**src/inc/sps_regs.svh**
```systemverilog
// Constants for the standby pin state control block
`ifndef SPS_REGS_SVH
`define SPS_REGS_SVH
`define SPS_PIN_COUNT 8
`define SPS_HOLD_RESET 1'b0
`define SPS_MODE_WIDTH 2
`endif

```
**src/inc/sps_pkg.sv**
```systemverilog
// Types for the standby pin state control block
package sps_pkg;
  typedef enum logic [1:0] {
    SPS_RUN = 2'b00,
    SPS_SLEEP = 2'b01,
    SPS_STOP = 2'b10,
    SPS_WATCH = 2'b11
  } sps_mode_t;
  typedef struct packed {
    logic [7:0] out;
    logic [7:0] oe_n;
    logic [7:0] pull_en;
  } sps_drive_t;
endpackage

```
**src/hdl/sps_standby_pins.sv**
```systemverilog
// Standby pin state control for one general-purpose port
// Operation
// Stop or watch with hold select clear keeps previous output and blocks input gate.
// Stop or watch with hold select set floats output, pull-up stays in effect.
// With hold select set, the input gate of floated pins is blocked too.
// Interrupt-capable pins keep interrupt input while that interrupt is enabled.
// One hold select bit in standby control governs both stop and watch.
// A blocked input no longer reaches internal logic.
// In reset pins float; digital inputs enabled, analog-shared inputs blocked.
`timescale 1ns/1ns
`include "sps_regs.svh"
module sps_standby_pins #(
  parameter int PINS = `SPS_PIN_COUNT,
  parameter logic [PINS-1:0] EXT_INT_PINS = '0,
  parameter logic [PINS-1:0] ANALOG_PINS = '0
) (
  input wire logic ref_clk,
  input wire logic reset,
  input wire sps_pkg::sps_mode_t mode,
  input wire logic standby_pin_hold_select,
  input wire logic [PINS-1:0] port_out,
  input wire logic [PINS-1:0] port_oe_n,
  input wire logic [PINS-1:0] pull_up_en,
  input wire logic [PINS-1:0] ext_int_en,
  input wire logic [PINS-1:0] pin_in,
  output logic [PINS-1:0] pin_out,
  output logic [PINS-1:0] pin_oe_n,
  output logic [PINS-1:0] pin_pull_en,
  output logic [PINS-1:0] core_in,
  output logic [PINS-1:0] ext_int_in
);
  logic hold_sel_q, hold_sel_d;
  logic standby_q, standby_d;
  logic [PINS-1:0] out_q, out_d, oe_n_q, oe_n_d, pull_q, pull_d;
  logic [PINS-1:0] core_q, core_d, int_q, int_d;
  logic live_q, live_d;

  function automatic logic is_standby(input sps_pkg::sps_mode_t m);
    return (m == sps_pkg::SPS_STOP) || (m == sps_pkg::SPS_WATCH);
  endfunction

  always_comb begin
    hold_sel_d = standby_pin_hold_select;
    standby_d = is_standby(mode);
    out_d = out_q;
    oe_n_d = oe_n_q;
    pull_d = pull_up_en;
    core_d = pin_in;
    int_d = pin_in & EXT_INT_PINS;
    live_d = 1'b1;
    if (standby_d) begin
      if (standby_pin_hold_select) begin
        oe_n_d = '1;
        pull_d = pull_up_en;
      end else if (!standby_q) begin
        out_d = port_out;
        oe_n_d = port_oe_n;
      end
      core_d = '0;
      int_d = pin_in & EXT_INT_PINS & ext_int_en;
    end else begin
      out_d = port_out;
      oe_n_d = port_oe_n;
    end
  end

  always_ff @(posedge ref_clk) begin
    if (reset) begin
      hold_sel_q <= `SPS_HOLD_RESET;
      standby_q <= 1'b0;
      out_q <= '0;
      oe_n_q <= '1;
      pull_q <= '0;
      core_q <= '0;
      int_q <= '0;
      live_q <= 1'b0;
    end else begin
      hold_sel_q <= hold_sel_d;
      standby_q <= standby_d;
      out_q <= out_d;
      oe_n_q <= oe_n_d;
      pull_q <= pull_d;
      core_q <= core_d;
      int_q <= int_d;
      live_q <= live_d;
    end
  end

  always_comb begin
    pin_out = out_q;
    pin_oe_n = reset ? '1 : oe_n_q;
    pin_pull_en = pull_q;
    // Digital pins pass input in reset, analog-shared ones do not
    core_in = reset ? (pin_in & ~ANALOG_PINS) : core_q;
    ext_int_in = int_q;
  end
endmodule

```
**config.mk**
```make
export PLATFORM = sky130hd
export DESIGN_NAME = sps_standby_pins
export DESIGN_NICKNAME = d
export VERILOG_FILES = /design/src/inc/sps_pkg.sv /design/src/hdl/sps_standby_pins.sv
export VERILOG_INCLUDE_DIRS = /design/src /design/src/inc
export SDC_FILE = /design/constraint.sdc
export NUM_CORES = 1
export LEC_CHECK = 0
export ABC_AREA = 1
export BUFFER_PORTS_ARGS = -buffer_cell sky130_fd_sc_hd__buf_2
export CORE_MARGIN = 4
export CORE_UTILIZATION = 35
export CTS_CLUSTER_SIZE = 28
export DETAILED_ROUTE_END_ITERATION = 10
export GPL_ROUTABILITY_DRIVEN = 1
export PLACE_DENSITY = 0.8
export SLEW_MARGIN = 10
export SYNTH_ARGS = -nofsm -noshare
export SYNTH_HDL_FRONTEND = slang
export SYNTH_SLANG_ARGS = --single-unit
export TNS_END_PERCENT = 50
```
**constraint.sdc**
```tcl
create_clock -name ref_clk -period 1.2 [get_ports ref_clk]
set_clock_uncertainty 0.15 [all_clocks]
set_input_delay 0.06 -clock ref_clk [delete_from_list [all_inputs] [get_ports ref_clk]]
set_output_delay 0.06 -clock ref_clk [all_outputs]
set_load 0.01 [all_outputs]
```
==> qor.txt, run 1 <==
POWER AND IR DROP
------------------------------------------------------------------------------------------
Pint                                                                             0.00186 W
Net switching power                                                             0.000595 W
Maximum resistive drop on vdd                                                     0.738 mV
Combinational fraction of design power                                               0.186
Sequential cell fraction of total power                                              0.484
PwrDens                                                                        1130 nW/µm²
Leakage Power                                                                      1.15 nW
Post-layout total power                                                          0.00246 W
Switching power share of the total                                                   0.242
Clk network pwr share                                                                0.330

JOB
------------------------------------------------------------------------------------------
Max-capacitance violation count                                                          0

CELLS AND AREA
------------------------------------------------------------------------------------------
Multi-input gate area in the final layout                                          492 µm²
Antenna fix cells                                                                        0
Area growth from synthesis to layout                                                 66.9%
Net total in the final layout                                                          326
Post-route cell area                                                              2170 µm²
Fraction of layout cells with a size suffix above 1                                  0.313
Register area                                                                      666 µm²
Final cell utilization of the core                                                   0.627
Number of fill cells                                                                   316
Post-route insts no fill                                                               327

DIE
------------------------------------------------------------------------------------------
Starting density of the core                                                         0.376
Die Span X                                                                         69.0 µm
Area of the core                                                                  3470 µm²
Die Y                                                                              69.0 µm
Count of boundary I/O pins                                                              85
Die Footprint                                                                     4760 µm²
Placement Rows                                                                          21

CRITICAL PATH
------------------------------------------------------------------------------------------
Nature of the critical path endpoint                                            output pin
Reg2Reg Setup Slack                                                                0.08 ns
Maximum fanout along the worst path                                                      2
CP startpoint kind                                                               flip-flop
WP data arrival                                                                    1.01 ns
Required time of the critical path                                                 0.99 ns
RR Endpoint                                                                     pin_out[0]
FF-to-FF path depth                                                                      5
Worst reg2reg path startpoint                                                    standby_q
Critical path class                                                                reg2out

SYNTH
------------------------------------------------------------------------------------------
Dominant cell type by area after synthesis                                    sky130_fd_sc_hd__dfxtp_1
Synth top area share                                                                 0.507
Syn Area/Cell                                                                     7.36 µm²
Area of the mapped netlist                                                        1300 µm²
Post-synthesis sequential area ratio                                                 0.507
Register bit total from synthesis                                                       33
Top area cells in the synthesized netlist                                     sky130_fd_sc_hd__dfxtp_1, sky130_fd_sc_hd__nand2_1, sky130_fd_sc_hd__inv_1
Gate Count Post-Synth                                                                  177
Synth unique cells                                                                      15
Total of warnings raised by yosys                                                        0

GLOBAL ROUTE
------------------------------------------------------------------------------------------
Global-route congestion overflow total                                                   0
Wire length of the first global-routing pass                                       6.20 mm
Number of global-route vias before repair                                             1442
Total routing usage reported by global routing                                       0.158
Largest net degree at the start of global routing                                       26
Antenna violations before repair                                                         0

PLACEMENT
------------------------------------------------------------------------------------------
Total cell area at the placement stage                                            1690 µm²
Routability congestion estimate                                                      0.718
Buffers added on ports                                                                  67
Placed cell count                                                                      288
Final HPWL DP                                                                      2.15 mm
Pre-CTS setup slack                                                              0.0722 ns

CLOCKING
------------------------------------------------------------------------------------------
H-tree depth                                                                             2
Post-CTS Setup Bufs                                                                      0
Clk Tree Root Cell                                                            sky130_fd_sc_hd__clkbuf_8
CTS sink count                                                                          33
Insertion delay to the later sink of the worst-skew pair                           0.27 ns
Clock tree buffer depth                                                                  2
Clock tree from TritonCTS                                                              yes
Cts bufs inserted                                                                        5
Clock edge transition at the registers on the reported setup and hold paths        0.06 ns

ROUTE
------------------------------------------------------------------------------------------
Detail-routed net length per standard cell                                         11.1 µm
Via count normalized by instance count                                                4.27
Number of search-and-repair iterations in the first detailed-routing pass                4
Routed vias                                                                           1395
Post-route ant nets                                                                      0
DR iter-0 viols                                                                         85
DR DRC count                                                                             0
Drt total wl                                                                       3.63 mm

HOLD PATH
------------------------------------------------------------------------------------------
Min-Delay Startpoint                                                               mode[1]
Hold Crit Class                                                                     in2reg
Hold path depth                                                                          4
End of the worst hold path                                                       oe_n_q[2]

STA
------------------------------------------------------------------------------------------
Final worst slack                                                               -0.0167 ns
Worst slew margin relative to its limit                                              0.666
Slew @ Worst Pin                                                                  0.500 ns
Setup repair after global routing missed its margin                                   true
Top achievable clock speed                                                         822 MHz
Period utilization                                                                    1.01
Finish-stage setup viols                                                                 1
Final hold violation count                                                               0
Final slew viol count                                                                    0
Clock period minus worst slack                                                     1.22 ns

OUTCOME
------------------------------------------------------------------------------------------
Violated checks                                                               setup timing
Run status                                                                    finished with violations

## power by group through the flow
stage | clock, W | sequential, W | combinational (W)
2_1_floorplan | 0 | 0.00123 | 0.000189
3_5_place_dp | 0 | 0.00121 | 0.000346
4_1_cts | 0.000842 | 0.00119 | 0.000445
6_report | 0.000811 | 0.00119 | 0.000457
3_3_place_gp | 0 | 0.00121 | 0.000341
5_1_grt | 0.000894 | 0.00120 | 0.000506
## logic make-up after synthesis
| kind of cell | after synthesis | synth area share |
|---|---|---|
| buffers and inverters | 41 | 0.147 |
| DFF | 33 | 0.507 |
| other | 1 | 0.00288 |
| AOI/OAI and AO/OA | 17 | 0.0653 |
| and+or+nand+nor | 85 | 0.278 |
## final cells by class
| type | instances | share of cell area |
|---|---|---|
| Timing Repair Buffer | 105 | 0.356 |
| Inverter | 26 | 0.0449 |
| Clock buffer | 7 | 0.0397 |
| Multi-Input combinational cell | 110 | 0.226 |
| Sequential cell | 33 | 0.306 |
| Tap cell | 46 | 0.0265 |
## cells in the mapped netlist
library cell and count:
sky130_fd_sc_hd__o21ai_1 5, sky130_fd_sc_hd__inv_1 26, sky130_fd_sc_hd__conb_1 1, sky130_fd_sc_hd__or2_1 1, sky130_fd_sc_hd__or2_2 7, sky130_fd_sc_hd__dfxtp_1 33
sky130_fd_sc_hd__a21oi_1 9, sky130_fd_sc_hd__nand2_1 35, sky130_fd_sc_hd__nor2_1 25, sky130_fd_sc_hd__o21ai_0 3, sky130_fd_sc_hd__nand3_1 16, sky130_fd_sc_hd__nor2_2 1
sky130_fd_sc_hd__clkbuf_1 1, sky130_fd_sc_hd__buf_2 6, sky130_fd_sc_hd__buf_4 8
## layout by cell type (no fill, tap or decap), drive strengths merged
cell type and instances:
conb 8, dlygate4sd3 35, nor2 26, a21oi 9, dfxtp 33, nand2 35
inv 26, or2 8, buf 69, nand3 16, o21ai 8, clkbuf 8
## per-layer routing
layer  track usage  vias to the layer above  share of wire
met5             0                        -              0
met1         0.157                      611           0.38
met3        0.0567                        7          0.076
li1              -                      723              -
met2         0.291                       54           0.54
met4        0.0672                        0          0.013
## worst max path at each step
stage               startpoint           to  cells after the start
global route         oe_n_q[1]  pin_oe_n[1]                      2
CTS                  oe_n_q[1]  pin_oe_n[1]                      2
global placement         reset    core_q[0]                      5
finish               oe_n_q[1]  pin_oe_n[1]                      2
detailed placement       reset    core_q[1]                      5
floorplan            standby_q   pin_out[5]                      5
## worst max-delay path, cell delays in order, from the launching register on
cell	delay, ns
sky130_fd_sc_hd__dfxtp_1	0.31
sky130_fd_sc_hd__or2_2	0.30
sky130_fd_sc_hd__buf_6	0.13
## registers in the layout, summed over array words and instances (netlist names)
register	cells
oe_n_q	8
pin_pull_en	8
standby_q	1
core_q	8
pin_out	8
## through the flow
stage          hold WS, ns  TNS [ns]
2_1_floorplan       0.0170         0
3_3_place_gp         0.108         0
3_5_place_dp         0.117         0
4_1_cts             0.0484   -0.0722
5_1_grt             0.0828    -0.281
6_report            0.0629   -0.0167
## timing repair
item | CTS | global route
pin swaps | 0 | 3
setup endpoints to repair | 7 | 17
hold buffers | 35 | 0
gates resized for setup | 10 | 8
endpoints found under the hold margin | 33 | 0
Power figures use the tool's default switching activity.
==> run 2: changes to the inputs <==
--- a/config.mk
+++ b/config.mk
@@ -8,12 +8,14 @@
 export LEC_CHECK = 0
 export ABC_AREA = 1
 export BUFFER_PORTS_ARGS = -buffer_cell sky130_fd_sc_hd__buf_2
+export CELL_PAD_IN_SITES_DETAIL_PLACEMENT = 1
+export CELL_PAD_IN_SITES_GLOBAL_PLACEMENT = 1
 export CORE_MARGIN = 4
-export CORE_UTILIZATION = 35
+export CORE_UTILIZATION = 27
 export CTS_CLUSTER_SIZE = 28
 export DETAILED_ROUTE_END_ITERATION = 10
 export GPL_ROUTABILITY_DRIVEN = 1
-export PLACE_DENSITY = 0.8
+export PLACE_DENSITY = 0.89
 export SLEW_MARGIN = 10
 export SYNTH_ARGS = -nofsm -noshare
 export SYNTH_HDL_FRONTEND = slang
==> run 2 against run 1 <==
  * The flow now finishes without violations
  * Sequential share of layout area is 0.68 points lower
  * Highest routed layer unchanged
  * Critical endpoint is now oe_n_q[6]
  * Global-route usage fell by 1.5 points
  * Combinational power increased by 6.1%
  * Power grew 0.76%
==> qor.txt, run 2 (synthesis gave the netlist of run 1 again) <==
OUTCOME
------------------------------------------------------------------------------------------
Run status                                                                    finished clean

CLOCKING
------------------------------------------------------------------------------------------
H-tree depth                                                                             2   unchanged
Clock tree from TritonCTS                                                              yes
CTS sink count                                                                          33   unchanged
Clock edge transition at the registers on the reported setup and hold paths        0.07 ns   about the same
Cts bufs inserted                                                                        5   unchanged
Clk Tree Root Cell                                                            sky130_fd_sc_hd__clkbuf_8
Insertion delay to the later sink of the worst-skew pair                           0.28 ns   about the same
Clock tree buffer depth                                                                  2   unchanged

CRITICAL PATH
------------------------------------------------------------------------------------------
Nature of the critical path endpoint                                             flip-flop
CP startpoint kind                                                            primary input
Critical path's largest stage delay                                                0.55 ns   +0.24 ns
Critical path class                                                                 in2reg
WP data arrival                                                                    1.18 ns   +0.17 ns
Master of the slowest instance on the critical path                           sky130_fd_sc_hd__dlygate4sd3_1
CP cell instances                                                             dlygate4sd3_1, buf_4, a21oi_1, buf_4, nand3_1
Most frequent cell on the critical path                                       sky130_fd_sc_hd__buf_4
Required time of the critical path                                                 1.21 ns   +0.22 ns
Maximum fanout along the worst path                                                      8   +6

STA
------------------------------------------------------------------------------------------
Finish-stage setup viols                                                                 0   -1
Top achievable clock speed                                                         855 MHz   +4.0%
Final worst slack                                                                0.0306 ns   +0.0473 ns
Final TNS setup                                                                       0 ns   +0.0167 ns
Clock period minus worst slack                                                     1.17 ns   -0.0473 ns
Period utilization                                                                   0.974   -0.0394
Setup repair after global routing missed its margin                                   true
Final hold violation count                                                               0   unchanged
Final slew viol count                                                                    0   unchanged

ROUTE
------------------------------------------------------------------------------------------
Number of search-and-repair iterations in the first detailed-routing pass                4   unchanged
Via count normalized by instance count                                                4.28   +0.28%
Post-route ant nets                                                                      0   unchanged
Routed vias                                                                           1446   +3.7%
DR DRC count                                                                             0   unchanged
DR iter-0 viols                                                                         43   -49%
Detail-routed net length per standard cell                                         12.7 µm   +15%
Drt total wl                                                                       4.30 mm   +18%

GLOBAL ROUTE
------------------------------------------------------------------------------------------
Largest net degree at the start of global routing                                       26   unchanged
Global-route congestion overflow total                                                   0   unchanged
Total routing usage reported by global routing                                       0.142   -0.0151
Antenna violations before repair                                                         0   unchanged
Number of global-route vias before repair                                             1522   +5.5%
Wire length of the first global-routing pass                                       6.75 mm   +8.8%

CELLS AND AREA
------------------------------------------------------------------------------------------
Net total in the final layout                                                          328   +0.61%
Antenna fix cells                                                                        0   unchanged
Most common cell after layout, fill and taps aside                            sky130_fd_sc_hd__buf_2
Commonest cells after routing, fill and taps aside                            sky130_fd_sc_hd__buf_2, sky130_fd_sc_hd__dlygate4sd3_1, sky130_fd_sc_hd__nand2_1, sky130_fd_sc_hd__inv_1
Post-route cell area                                                              2240 µm²   +3.1%
Multi-input gate area in the final layout                                          515 µm²   +4.8%
Fraction of layout cells with a size suffix above 1                                  0.345   +0.0319
Number of fill cells                                                                   601   +90%
Register area                                                                      671 µm²   +0.75%
Post-route insts no fill                                                               338   +3.4%
Area growth from synthesis to layout                                                 72.0%

PLACEMENT
------------------------------------------------------------------------------------------
Placed cell count                                                                      296   +2.8%
Total cell area at the placement stage                                            1710 µm²   +1.3%
Pre-CTS setup slack                                                              0.0419 ns   -0.0302 ns
Final HPWL DP                                                                      2.58 mm   +20%
Buffers added on ports                                                                  67   unchanged
Routability congestion estimate                                                      0.643   -10%

DIE
------------------------------------------------------------------------------------------
Starting density of the core                                                         0.278   -0.0979
Placement Rows                                                                          25   +19%
Die Y                                                                              77.5 µm   +12%
Area of the core                                                                  4690 µm²   +35%
Count of boundary I/O pins                                                              85   unchanged
Die Footprint                                                                     6000 µm²   +26%
Die Span X                                                                         77.5 µm   +12%

POWER AND IR DROP
------------------------------------------------------------------------------------------
PwrDens                                                                        1110 nW/µm²   -2.2%
Leakage Power                                                                      1.18 nW   +2.4%
Maximum resistive drop on vdd                                                     0.445 mV   -40%

JOB
------------------------------------------------------------------------------------------
Max-capacitance violation count                                                          0   unchanged

HOLD PATH
------------------------------------------------------------------------------------------
Hold Crit Class                                                                     in2reg

run 2: cell types whose count changed in the layout (fill, tap and decap cells not counted), sizes merged:
cell          delta
buf              +2
clkbuf           +1
dlygate4sd3      -1
dlymetal6s4s     +1
run 2: power by group:
part	total, W	internal, W	switching [W]
logic	0.000485	0.000257	0.000227
registers	0.00119	0.00117	0.0000274
clock network	0.000798	0.000412	0.000386
total	0.00248	0.00184	0.000641
run 2: metal layers:
layer,vias to the layer above,track usage,share of wire
met3,6,0.0464,0.057
met2,48,0.283,0.56
met5,-,0,0
li1,725,-,-
met1,667,0.136,0.37
met4,0,0.0427,0.0093
run 2: final timing paths:
check                          startpoint         end  slack (ns)  cells after the start
setup / recovery  standby_pin_hold_select   oe_n_q[6]        0.03                      5
hold / removal                  pin_in[0]   core_q[0]        0.06                      4
setup reg to reg                standby_q  pin_out[7]        0.13                      4
hold reg to reg                 oe_n_q[7]   oe_n_q[7]        0.30                      2
run 2: layout make-up:
cell class | instances | share of cell area
tap | 54 | 0.0302
timing repair buffer | 107 | 0.361
inverter | 26 | 0.0436
multi-input combinational | 110 | 0.230
clock buffer | 8 | 0.0358
sequential | 33 | 0.299
run 2: worst max-delay path, delay by kind of cell:
| kind | cells | cell delay (ns) |
|---|---|---|
| buffers and inverters | 3 | 0.88 |
| AOI/OAI and AO/OA | 1 | 0.14 |
| and+or+nand+nor | 1 | 0.09 |
run 2: metrics by stage:
| stage | hold WS, ns | power (W) | util |
|---|---|---|---|
| 2_1_floorplan | 0.0170 | 0.00142 | - |
| 3_3_place_gp | 0.112 | 0.00156 | 0.364 |
| 5_1_grt | 0.106 | 0.00262 | 0.477 |
| 4_1_cts | 0.0559 | 0.00248 | 0.465 |
| 3_5_place_dp | 0.122 | 0.00157 | 0.364 |
| 6_report | 0.0622 | 0.00248 | 0.477 |
run 2: repair_timing:
item | 4_1_cts | 5_1_grt
gates resized for setup | 11 | 23
gates cloned | 0 | 1
buffers inserted | 0 | 0
hold buffers | 35 | 0
setup endpoints to repair | 7 | 25
pin swaps | 0 | 9
endpoints found under the hold margin | 33 | 0
